`src/verilog/cmi_cfg.svh`:
```
`ifndef CMI_CFG_SVH
`define CMI_CFG_SVH

// ****************************************
// Register word addresses
// ****************************************
`define CMI_A_CODE      16'h1f3f
`define CMI_A_COUNT     16'h1f40
`define CMI_A_DEST      16'h1f41
`define CMI_A_SEC       16'h1f42
`define CMI_A_PW_HI     16'h1f43
`define CMI_A_PW_LO     16'h1f44
`define CMI_A_PARAM     16'h1f45
`define CMI_PARAM_WORDS 27
`define CMI_A_RES_MD    16'h1f56
`define CMI_A_RES_YH    16'h1f57
`define CMI_A_RES_MS    16'h1f58
`define CMI_A_RES_MSEC  16'h1f59
`define CMI_A_STATUS    16'h1fd0
`define CMI_A_VALID     16'h1fd1
`define CMI_A_NAME      16'h2801
`define CMI_NAME_WORDS  24

// ****************************************
// Command codes and headers
// ****************************************
`define CMI_C_GET_TIME  16'h0300
`define CMI_C_SET_TIME  16'h0301
`define CMI_C_NAME      16'h0408
`define CMI_C_VALID     16'ha38c
`define CMI_C_ALARM     16'ha08b
`define CMI_C_CRADLE    16'ha188
`define CMI_C_REGREASE  16'ha189
`define CMI_C_EVENTS    16'hc580
`define CMI_N_GET_TIME  16'h000a
`define CMI_N_SET_TIME  16'h0012
`define CMI_N_VALID     16'h000c
`define CMI_N_NAME_MIN  16'h0007
`define CMI_N_NAME_MAX  16'h0035
`define CMI_N_NAME_HDR  16'h0007
`define CMI_D_MODULES   16'h2200
`define CMI_D_VALID     16'h2201
`define CMI_D_NAME      16'h0000
`define CMI_S_OPEN      16'h0000
`define CMI_S_PROFILE   16'h0001
`define CMI_P_NAME_0    16'h0104
`define CMI_P_NAME_1    16'h0081
`define CMI_P_NAME_2    16'h0800

// ****************************************
// Result codes, validity, profiles
// ****************************************
`define CMI_R_OK        8'h00
`define CMI_R_HDR       8'h01
`define CMI_R_PW        8'h02
`define CMI_R_UNKNOWN   8'h03
`define CMI_R_LOCKED    8'h04
`define CMI_R_RANGE     8'h05
`define CMI_V_MIN       9'h005
`define CMI_V_MAX       9'h12c
`define CMI_V_STEP      9'h005
`define CMI_V_DEF       9'h00a
`define CMI_PROF_ALL    4'hf
`define CMI_PROF_PRIV   4'h9

// ****************************************
// Time keeping
// ****************************************
`define CMI_CLK_NS      20
`define CMI_MS_NS       1000000
`define CMI_MS_MAX      16'h03e7
`define CMI_SEC_MAX     8'h3b
`define CMI_HOUR_MAX    8'h17
`define CMI_MONTH_MAX   8'h0c
`define CMI_YEAR_MAX    8'hff
`define CMI_T_ONE       8'h01

`endif

```
`src/verilog/cmi_time_keeper_unused_marker.sv`:
```
`timescale 1ns/1ps
```
`src/verilog/cmi_pkg.sv`:
```
package cmi_pkg;

	typedef logic [15:0] cmi_word_t;

	typedef enum logic [1:0] {
		CMI_IDLE,
		CMI_RUN
	} cmi_state_t;

	typedef enum logic [3:0] {
		CMI_OP_NONE,
		CMI_OP_GET_TIME,
		CMI_OP_SET_TIME,
		CMI_OP_NAME,
		CMI_OP_VALID,
		CMI_OP_ALARM,
		CMI_OP_CRADLE,
		CMI_OP_REGREASE,
		CMI_OP_EVENTS
	} cmi_op_t;

	typedef struct packed {
		logic [7:0]  month;
		logic [7:0]  day;
		logic [7:0]  year;
		logic [7:0]  hour;
		logic [7:0]  minute;
		logic [7:0]  second;
		logic [15:0] msec;
	} cmi_time_t;

endpackage

```
`src/verilog/cmi_command_unit.sv`:
```
// Notes on behaviour
// - Get time: code 768, count 10, dest 8704
// - Set time: code 769, count 18, dest 8704
// - Name write: code 1032, dest 0, 46 chars
// - Validity: 41868, count 12, 8705, security 1
// - Validity 5..300 s step 5, default 10
// - Result month/day, year-2000 in upper byte
// - Hour, minute/second, milliseconds result words
// - Front lock never blocks time commands
// - Supply loss restarts calendar at 2000-01-01
// - Extended codes; privileged except event retrieval
// - Validity and privileged extended codes need a profile password
`timescale 1ns/1ps
`include "cmi_cfg.svh"
module cmi_command_unit #(
	parameter int CYC_PER_MS = `CMI_MS_NS / `CMI_CLK_NS,
	parameter bit EXT_IFACE  = 1'b1
) (
	input  wire logic              i_clk,
	input  wire logic              i_rst_n,
	input  wire logic [15:0]       i_reg_addr,
	input  wire logic              i_reg_wr,
	input  wire logic              i_reg_rd,
	input  wire cmi_pkg::cmi_word_t i_reg_wdata,
	input  wire logic              i_front_lock,
	input  wire logic              i_supply_lost,
	input  wire logic [127:0]      i_profile_pw,
	output cmi_pkg::cmi_word_t     o_reg_rdata,
	output logic                   o_reg_ack,
	output logic                   o_busy,
	output logic [7:0]             o_result,
	output logic [8:0]             o_validity_s,
	output logic                   o_alarm_reset,
	output logic                   o_cradle_preset,
	output logic                   o_regrease_preset,
	output logic                   o_event_fetch,
	output logic                   o_name_written
);
	import cmi_pkg::*;

	if (CYC_PER_MS < 1) begin : g_chk
		$error("CYC_PER_MS must be at least one");
	end

	// ****************************************
	// Command block storage
	// ****************************************
	cmi_word_t  cmd_code;
	cmi_word_t  cmd_count;
	cmi_word_t  cmd_dest;
	cmi_word_t  cmd_sec;
	logic [31:0] cmd_pw;
	cmi_word_t  param_mem [`CMI_PARAM_WORDS];
	cmi_word_t  name_mem [`CMI_NAME_WORDS];
	cmi_word_t  res_md;
	cmi_word_t  res_yh;
	cmi_word_t  res_ms;
	cmi_word_t  res_msec;
	cmi_state_t state;
	cmi_op_t    op;
	cmi_time_t  now;
	cmi_time_t  set_time;
	cmi_word_t  pidx;
	cmi_word_t  nidx;
	cmi_word_t  next_rdata;
	cmi_word_t  name_end_word;
	cmi_word_t  name_nb;
	logic [7:0] next_result;
	logic [3:0] pw_hit;
	logic [3:0] pw_need;
	logic       start;
	logic       hdr_ok;
	logic       range_ok;
	logic       lock_ok;
	logic       run_ok;
	logic       p_in;
	logic [8:0] valid_in;

	assign start = i_reg_wr && (i_reg_addr == `CMI_A_CODE) && (state == CMI_IDLE);
	assign pidx  = i_reg_addr - `CMI_A_PARAM;
	assign nidx  = i_reg_addr - `CMI_A_NAME;
	assign p_in  = (i_reg_addr >= `CMI_A_PARAM) && (pidx < 16'(`CMI_PARAM_WORDS));

	always_ff @(posedge i_clk) begin
		if (!i_rst_n) begin
			cmd_code  <= '0;
			cmd_count <= '0;
			cmd_dest  <= '0;
			cmd_sec   <= '0;
			cmd_pw    <= '0;
		end else if (i_reg_wr) begin
			case (i_reg_addr)
				`CMI_A_CODE:  cmd_code <= i_reg_wdata;
				`CMI_A_COUNT: cmd_count <= i_reg_wdata;
				`CMI_A_DEST:  cmd_dest <= i_reg_wdata;
				`CMI_A_SEC:   cmd_sec <= i_reg_wdata;
				`CMI_A_PW_HI: cmd_pw[31:16] <= i_reg_wdata;
				`CMI_A_PW_LO: cmd_pw[15:0] <= i_reg_wdata;
				default: ;
			endcase
		end
	end

	always_ff @(posedge i_clk) begin
		if (i_reg_wr && p_in)
			param_mem[pidx[4:0]] <= i_reg_wdata;
	end

	// ****************************************
	// Command decode
	// ****************************************
	always_comb begin
		op = CMI_OP_NONE;
		case (cmd_code)
			`CMI_C_GET_TIME: op = CMI_OP_GET_TIME;
			`CMI_C_SET_TIME: op = CMI_OP_SET_TIME;
			`CMI_C_NAME:     op = CMI_OP_NAME;
			`CMI_C_VALID:    op = CMI_OP_VALID;
			`CMI_C_ALARM:    if (EXT_IFACE) op = CMI_OP_ALARM;
			`CMI_C_CRADLE:   if (EXT_IFACE) op = CMI_OP_CRADLE;
			`CMI_C_REGREASE: if (EXT_IFACE) op = CMI_OP_REGREASE;
			`CMI_C_EVENTS:   if (EXT_IFACE) op = CMI_OP_EVENTS;
			default:         op = CMI_OP_NONE;
		endcase
	end

	// Name terminator position
	assign name_nb = cmd_count - `CMI_N_NAME_HDR;
	assign name_end_word = param_mem[5'(name_nb[5:1] + 5'h03)];

	always_comb begin
		hdr_ok = 1'b0;
		pw_need = 4'h0;
		case (op)
			CMI_OP_GET_TIME: hdr_ok = (cmd_count == `CMI_N_GET_TIME)
				&& (cmd_dest == `CMI_D_MODULES) && (cmd_sec == `CMI_S_OPEN);
			CMI_OP_SET_TIME: hdr_ok = (cmd_count == `CMI_N_SET_TIME)
				&& (cmd_dest == `CMI_D_MODULES) && (cmd_sec == `CMI_S_OPEN);
			CMI_OP_NAME: hdr_ok = (cmd_count >= `CMI_N_NAME_MIN)
				&& (cmd_count <= `CMI_N_NAME_MAX) && (cmd_dest == `CMI_D_NAME)
				&& (cmd_sec == `CMI_S_OPEN);
			CMI_OP_VALID: begin
				hdr_ok = (cmd_count == `CMI_N_VALID) && (cmd_dest == `CMI_D_VALID)
					&& (cmd_sec == `CMI_S_PROFILE);
				pw_need = `CMI_PROF_ALL;
			end
			CMI_OP_ALARM, CMI_OP_CRADLE, CMI_OP_REGREASE: begin
				hdr_ok = (cmd_sec == `CMI_S_PROFILE);
				pw_need = `CMI_PROF_PRIV;
			end
			CMI_OP_EVENTS: hdr_ok = (cmd_sec == `CMI_S_OPEN);
			default: hdr_ok = 1'b0;
		endcase
	end

	// Profile password match, one comparator per profile
	for (genvar p = 0; p < 4; p++) begin : g_pw
		assign pw_hit[p] = (cmd_pw != 32'h0) && (cmd_pw == i_profile_pw[p*32 +: 32]);
	end

	assign valid_in = param_mem[0][8:0];
	assign set_time = '{month: param_mem[0][15:8], day: param_mem[0][7:0],
		year: param_mem[1][15:8], hour: param_mem[1][7:0],
		minute: param_mem[2][15:8], second: param_mem[2][7:0], msec: param_mem[3]};

	always_comb begin
		case (op)
			CMI_OP_SET_TIME: range_ok = (set_time.month >= `CMI_T_ONE)
				&& (set_time.month <= `CMI_MONTH_MAX) && (set_time.day >= `CMI_T_ONE)
				&& (set_time.day <= 8'h1f) && (set_time.hour <= `CMI_HOUR_MAX)
				&& (set_time.minute <= `CMI_SEC_MAX) && (set_time.second <= `CMI_SEC_MAX)
				&& (set_time.msec <= `CMI_MS_MAX);
			CMI_OP_NAME: range_ok = (param_mem[0] == `CMI_P_NAME_0)
				&& (param_mem[1] == `CMI_P_NAME_1) && (param_mem[2] == `CMI_P_NAME_2)
				&& ((name_nb[0] ? name_end_word[7:0] : name_end_word[15:8]) == 8'h00);
			CMI_OP_VALID: range_ok = (param_mem[0][15:9] == 7'h00)
				&& (valid_in >= `CMI_V_MIN) && (valid_in <= `CMI_V_MAX)
				&& (valid_in % `CMI_V_STEP == 9'h000);
			default: range_ok = 1'b1;
		endcase
	end

	// Lock holds back writing commands only; time commands pass
	assign lock_ok = !i_front_lock || (op == CMI_OP_GET_TIME)
		|| (op == CMI_OP_SET_TIME) || (op == CMI_OP_EVENTS);

	always_comb begin
		if (op == CMI_OP_NONE)
			next_result = `CMI_R_UNKNOWN;
		else if (!hdr_ok)
			next_result = `CMI_R_HDR;
		else if ((pw_need != 4'h0) && ((pw_hit & pw_need) == 4'h0))
			next_result = `CMI_R_PW;
		else if (!lock_ok)
			next_result = `CMI_R_LOCKED;
		else if (!range_ok)
			next_result = `CMI_R_RANGE;
		else
			next_result = `CMI_R_OK;
	end

	assign run_ok = (state == CMI_RUN) && (next_result == `CMI_R_OK);

	// ****************************************
	// Execution sequence
	// ****************************************
	always_ff @(posedge i_clk) begin
		if (!i_rst_n) begin
			state    <= CMI_IDLE;
			o_busy   <= 1'b0;
			o_result <= `CMI_R_OK;
		end else begin
			case (state)
				CMI_IDLE: begin
					if (start) begin
						state  <= CMI_RUN;
						o_busy <= 1'b1;
					end
				end
				CMI_RUN: begin
					state    <= CMI_IDLE;
					o_busy   <= 1'b0;
					o_result <= next_result;
				end
				default: begin
					state  <= CMI_IDLE;
					o_busy <= 1'b0;
				end
			endcase
		end
	end

	cmi_time_keeper #(
		.CYC_PER_MS (CYC_PER_MS)
	) u_time (
		.i_clk       (i_clk),
		.i_rst_n     (i_rst_n),
		.i_clear     (i_supply_lost),
		.i_load      (run_ok && (op == CMI_OP_SET_TIME)),
		.i_load_time (set_time),
		.o_time      (now)
	);

	// Time result words
	always_ff @(posedge i_clk) begin
		if (!i_rst_n) begin
			res_md   <= '0;
			res_yh   <= '0;
			res_ms   <= '0;
			res_msec <= '0;
		end else if (run_ok && (op == CMI_OP_GET_TIME)) begin
			res_md   <= {now.month, now.day};
			res_yh   <= {now.year, now.hour};
			res_ms   <= {now.minute, now.second};
			res_msec <= now.msec;
		end
	end

	always_ff @(posedge i_clk) begin
		if (!i_rst_n)
			o_validity_s <= `CMI_V_DEF;
		else if (run_ok && (op == CMI_OP_VALID))
			o_validity_s <= valid_in;
	end

	// Name copy, one word per entry
	for (genvar n = 0; n < `CMI_NAME_WORDS; n++) begin : g_name
		always_ff @(posedge i_clk) begin
			if (!i_rst_n)
				name_mem[n] <= '0;
			else if (run_ok && (op == CMI_OP_NAME))
				name_mem[n] <= param_mem[n + 3];
		end
	end

	always_ff @(posedge i_clk) begin
		if (!i_rst_n) begin
			o_alarm_reset     <= 1'b0;
			o_cradle_preset   <= 1'b0;
			o_regrease_preset <= 1'b0;
			o_event_fetch     <= 1'b0;
			o_name_written    <= 1'b0;
		end else begin
			o_alarm_reset     <= run_ok && (op == CMI_OP_ALARM);
			o_cradle_preset   <= run_ok && (op == CMI_OP_CRADLE);
			o_regrease_preset <= run_ok && (op == CMI_OP_REGREASE);
			o_event_fetch     <= run_ok && (op == CMI_OP_EVENTS);
			o_name_written    <= run_ok && (op == CMI_OP_NAME);
		end
	end

	// ****************************************
	// Register read port
	// ****************************************
	always_comb begin
		next_rdata = 16'h0000;
		case (i_reg_addr)
			`CMI_A_CODE:     next_rdata = cmd_code;
			`CMI_A_COUNT:    next_rdata = cmd_count;
			`CMI_A_DEST:     next_rdata = cmd_dest;
			`CMI_A_SEC:      next_rdata = cmd_sec;
			`CMI_A_PW_HI:    next_rdata = cmd_pw[31:16];
			`CMI_A_PW_LO:    next_rdata = cmd_pw[15:0];
			`CMI_A_RES_MD:   next_rdata = res_md;
			`CMI_A_RES_YH:   next_rdata = res_yh;
			`CMI_A_RES_MS:   next_rdata = res_ms;
			`CMI_A_RES_MSEC: next_rdata = res_msec;
			`CMI_A_STATUS:   next_rdata = {o_busy, 7'h00, o_result};
			`CMI_A_VALID:    next_rdata = {7'h00, o_validity_s};
			default: begin
				if (p_in)
					next_rdata = param_mem[pidx[4:0]];
				else if ((i_reg_addr >= `CMI_A_NAME) && (nidx < 16'(`CMI_NAME_WORDS)))
					next_rdata = name_mem[nidx[4:0]];
			end
		endcase
	end

	always_ff @(posedge i_clk) begin
		if (!i_rst_n) begin
			o_reg_rdata <= '0;
			o_reg_ack   <= 1'b0;
		end else begin
			o_reg_ack <= i_reg_rd || i_reg_wr;
			if (i_reg_rd)
				o_reg_rdata <= next_rdata;
		end
	end
endmodule

```
`src/verilog/cmi_time_keeper.sv`:
```
`timescale 1ns/1ps
`include "cmi_cfg.svh"
module cmi_time_keeper #(
	parameter int CYC_PER_MS = `CMI_MS_NS / `CMI_CLK_NS
) (
	input  wire logic              i_clk,
	input  wire logic              i_rst_n,
	input  wire logic              i_clear,
	input  wire logic              i_load,
	input  wire cmi_pkg::cmi_time_t i_load_time,
	output cmi_pkg::cmi_time_t     o_time
);
	import cmi_pkg::*;

	localparam int CW = $clog2(CYC_PER_MS + 1);

	if (CYC_PER_MS < 1) begin : g_chk
		$error("CYC_PER_MS must be at least one");
	end

	localparam cmi_time_t T_ORIGIN = '{
		month: `CMI_T_ONE, day: `CMI_T_ONE, year: 8'h00, hour: 8'h00,
		minute: 8'h00, second: 8'h00, msec: 16'h0000};

	logic [CW-1:0] cyc;
	logic          tick;
	logic [7:0]    mdays;

	assign tick = (cyc == CW'(CYC_PER_MS - 1));

	// ****************************************
	// Days in the current month
	// ****************************************
	always_comb begin
		case (o_time.month)
			8'h02:   mdays = (o_time.year[1:0] == 2'h0) ? 8'h1d : 8'h1c;
			8'h04, 8'h06, 8'h09, 8'h0b: mdays = 8'h1e;
			default: mdays = 8'h1f;
		endcase
	end

	always_ff @(posedge i_clk) begin
		if (!i_rst_n || i_load || tick)
			cyc <= '0;
		else
			cyc <= cyc + CW'(1);
	end

	// ****************************************
	// Calendar cascade
	// ****************************************
	always_ff @(posedge i_clk) begin
		if (!i_rst_n || i_clear) begin
			o_time <= T_ORIGIN;
		end else if (i_load) begin
			o_time <= i_load_time;
		end else if (tick) begin
			o_time.msec <= o_time.msec + 16'h0001;
			if (o_time.msec == `CMI_MS_MAX) begin
				o_time.msec <= 16'h0000;
				o_time.second <= o_time.second + 8'h01;
				if (o_time.second == `CMI_SEC_MAX) begin
					o_time.second <= 8'h00;
					o_time.minute <= o_time.minute + 8'h01;
					if (o_time.minute == `CMI_SEC_MAX) begin
						o_time.minute <= 8'h00;
						o_time.hour <= o_time.hour + 8'h01;
						if (o_time.hour == `CMI_HOUR_MAX) begin
							o_time.hour <= 8'h00;
							o_time.day <= o_time.day + 8'h01;
							if (o_time.day >= mdays) begin
								o_time.day <= `CMI_T_ONE;
								o_time.month <= o_time.month + 8'h01;
								if (o_time.month >= `CMI_MONTH_MAX) begin
									o_time.month <= `CMI_T_ONE;
									o_time.year <= o_time.year + 8'h01;
								end
							end
						end
					end
				end
			end
		end
	end
endmodule

```
`config.mk`:
```
export PLATFORM = sky130hd
export DESIGN_NAME = cmi_command_unit
export DESIGN_NICKNAME = d
export VERILOG_FILES = /design/src/verilog/cmi_time_keeper_unused_marker.sv /design/src/verilog/cmi_pkg.sv /design/src/verilog/cmi_command_unit.sv /design/src/verilog/cmi_time_keeper.sv
export VERILOG_INCLUDE_DIRS = /design/src /design/src/verilog
export SDC_FILE = /design/constraint.sdc
export NUM_CORES = 2
export LEC_CHECK = 0
export BUFFER_PORTS_ARGS = -buffer_cell sky130_fd_sc_hd__buf_2
export CORE_MARGIN = 3
export CORE_UTILIZATION = 46
export CTS_BUF_LIST = sky130_fd_sc_hd__clkbuf_8
export CTS_CLUSTER_SIZE = 12
export DETAILED_ROUTE_END_ITERATION = 10
export SYNTH_ARGS = -nofsm -noshare
export SYNTH_HDL_FRONTEND = slang
export SYNTH_SLANG_ARGS = --single-unit
```
`constraint.sdc`:
```
create_clock -name i_clk -period 40.9 [get_ports i_clk]
set_clock_uncertainty 0.15 [all_clocks]
set_input_delay 8.18 -clock i_clk [delete_from_list [all_inputs] [get_ports i_clk]]
set_output_delay 8.18 -clock i_clk [all_outputs]
set_load 0.03 [all_outputs]
```
==> results by group <==
Setup path
  – Critical path launch point type: primary input
  – Worst setup path class: primary input to flip-flop
  – CP Data Required Time: 41.26 ns
  – CP arrival: about 13 ns
  – Crit Path Max Fanout: approximately 160
  – CP Capture Type: flip-flop

Yosys
  – Most common cell in the netlist: edfxtp_1
  – Post-synth EDFFs: between 800 and 900
  – Yosys top cell by area: edfxtp_1
  – Post-synthesis cell count: 4473
  – Top-area cell type share of the netlist area: around half
  – Top_reg_cell synth: edfxtp_1
  – Syn Area/Cell: 12.47 um2
  – Area contributors post-synth: edfxtp_1, mux4_2, dfxtp_1
  – Most frequent cells after synthesis: edfxtp_1, nand2_1, and2_1, dfxtp_1, mux4_2
  – Library cells used by synthesis: 86
  – Synth Cell Area: 0.05576 mm2
  – #FFs+latches synth: 1171
  – Sequential share of the synthesized area: 58.13%
  – Async set or reset register ratio after synthesis: 0%
  – Synth Warn #: 0

CTS
  – Clock Tree Buf Depth: 3
  – CTS Buf Count: 191
  – CTS resizes: 0
  – Setup bufs post-CTS: 0
  – H-Tree Depth: 4
  – Clock sink count: around 1200
  – Later-pin clock latency in the skew report: 0.93 ns
  – Hold buffer count at cts: 0
  – Clk Tree Root Cell: clkbuf_8
  – Clk slew on worst S/H paths: 0.06 ns
  – TritonCTS clock tree: built

Placed design
  – Final Wtd Congestion: 0.9739
  – Dpl cells: just over 6000
  – Port Buf Inserts: 200
  – Dpl hpwl: 133.1 mm

Layout
  – Final core occ: between 50% and 60%
  – Final Non-Filler Cells: approximately 6500
  – Fillers: 10570
  – Nets@finish: between 4000 and 5000
  – P&R area growth vs syn: 11.88%
  – Share of layout cells above drive strength 1: between 10% and 20%

Route
  – Drt pass-1 iters: 6
  – DRC errors left: 0
  – Final WL: 197.2 mm
  – WL/cell: 30.44 um
  – Starting DRT DRC Count: 5584
  – Avg Vias per Cell: 6.282
  – Post-DRT Antenna Nets: 0
  – Via count: a little over 40000

STA
  – Final setup viols: 0
  – WHS: 0.3067 ns
  – Tmin final: ~13 ns
  – Highest clock rate: 77.33 MHz
  – Worst-Margin Slew: 1.407 ns
  – RSZ-0062 raised after global routing: false
  – Slew HR: under 10%
  – Final hold viol count: 0
  – Setup Total Neg Slack: 0 ns
  – Tcrit/Tclk final: 31.62%
  – Pins Over Slew Limit: 0

Outcome
  – Status: finished, final reports clean

Die
  – DIE AREA: 0.1254 mm2
  – Die width: 354.2 um
  – Io pins: 206
  – Die Y: 354.2 um
  – Initial core utilization: 46.42%
  – Core area: 0.1201 mm2
  – Number of core rows: about 130

Global route
  – Initial antenna violation count: 14
  – Largest net degree at the start of global routing: 269
  – GRT Residual Overflow: 0
  – Tot GR Track Use: 30.99%
  – First-pass GRT wire length: 281.5 mm
  – Vias in the first global route: 39070

Job
  – Maxcap violations: 0

Power
  – Worst ir drop on vdd: ~0.03 mV
  – PwrDens: just over 40 mW/mm2
  – Pleak: 21.54 nW
  – Power Total: 2.535 mW

Hold path
  – Hold Crit Class: flip-flop to flip-flop
==> report_power, final <==
part	total, mW	switching [mW]	internal, mW
logic	0.204	0.134	0.0696
registers	1.32	0.0114	1.31
clock network	1.01	0.493	0.522
==> critical path, stage by stage <==
cell     delay (ns)
buf_2          0.10
xor2_1         0.20
nor4_1         0.78
nand4_1        0.18
o22ai_1        0.19
a31oi_1        0.12
nor2_1         0.15
a21o_1         0.16
nand3_1        0.26
o31ai_4        0.30
buf_12         0.60
buf_4          0.86
buf_4          0.87
==> path summary, 6_finish.rpt <==
path / from / to / slack (ns) / cells past startpoint
setup / recovery: i_profile_pw[8] / name_mem[10][0] / 27.97 / 13
hold / removal: u_time.o_time[61] / u_time.o_time[61] / 0.31 / 2
setup reg to reg: cmd_count[1] / name_mem[10][0] / 30.10 / 18
hold reg to reg: u_time.o_time[61] / u_time.o_time[61] / 0.31 / 2
==> state kept, by name, indices dropped and copies added (netlist names), 32 cells and up <==
| signal | count |
|---|---|
| cmd_pw | 32 |
| name_mem | 384 |
| param_mem | 512 |
| u_time.o_time | 64 |
==> cell type report <==
cell class	count	area (um2)	share of cell area, %
Antenna cell	2	5.005	0.008022
Clock buffer	208	2863	4.589
Clock inverter	146	880.8	1.412
Inverter	34	130.1	0.2086
Multi-Input combinational cell	3025	22430	35.95
Sequential cell	1171	32410	51.95
Tap cell	1612	2017	3.233
Timing Repair Buffer	280	1649	2.643
==> per-layer routing <==
layer	share of wire (%)	vias up	GRT usage, %
met1	40	20260	43.14
met3	12	457	9.485
met2	43	2675	44.77
met5	0.027	-	0
met4	4.9	4	13.83
li1	-	17300	-
==> cell usage in the layout (no fill, tap or decap), drive strengths merged, types with 17 or more instances in the layout <==
cell type,netlist,layout
edfxtp,896,896
nand2,543,543
and2,400,400
buf,60,280
dfxtp,275,275
mux4,250,250
nor2,244,244
a21oi,216,216
clkbuf,267,208
xor2,143,143
mux2i,139,139
nor3,125,125
nor4,119,119
inv,34,108
nand3,95,95
conb,1,85
o21ai,78,78
clkinv,0,59
a221oi,48,48
nand4,45,45
and3,32,32
a22o,31,31
or4,30,30
xnor2,30,30
a31oi,25,25
ha,25,25
a211oi,24,24
nor2b,19,19
o221a,19,19
o22ai,19,19
nand2b,17,17
a311oi,17,17
==> cell families (layout without fill, tap and decap cells) <==
family | after synthesis | count (layout) | synth area share, %
XOR/XNOR | 173 | 173 | 2.717
adder cells (fa/ha/maj) | 25 | 25 | 0.5610
AND/OR/NAND/NOR | 1752 | 1752 | 16.06
other | 1 | 87 | 0.006725
flip-flops | 1171 | 1171 | 58.13
buffers and inverters | 361 | 668 | 2.650
AO/OA/AOI/OAI | 598 | 598 | 7.230
multiplexers | 392 | 392 | 12.65
==> metrics by stage <==
| stage | setup slack (ns) | instance area, um2 |
|---|---|---|
| 3_3_place_gp | 27.23 | 58640 |
| 4_1_cts | 28.17 | 62380 |
| 5_1_grt | 27.69 | 62380 |
| 3_5_place_dp | 27.17 | 58640 |
| 2_1_floorplan | 1.828 | 56080 |
| 6_report | 27.97 | 62380 |
No activity file was read; power rests on OpenSTA's default activity.
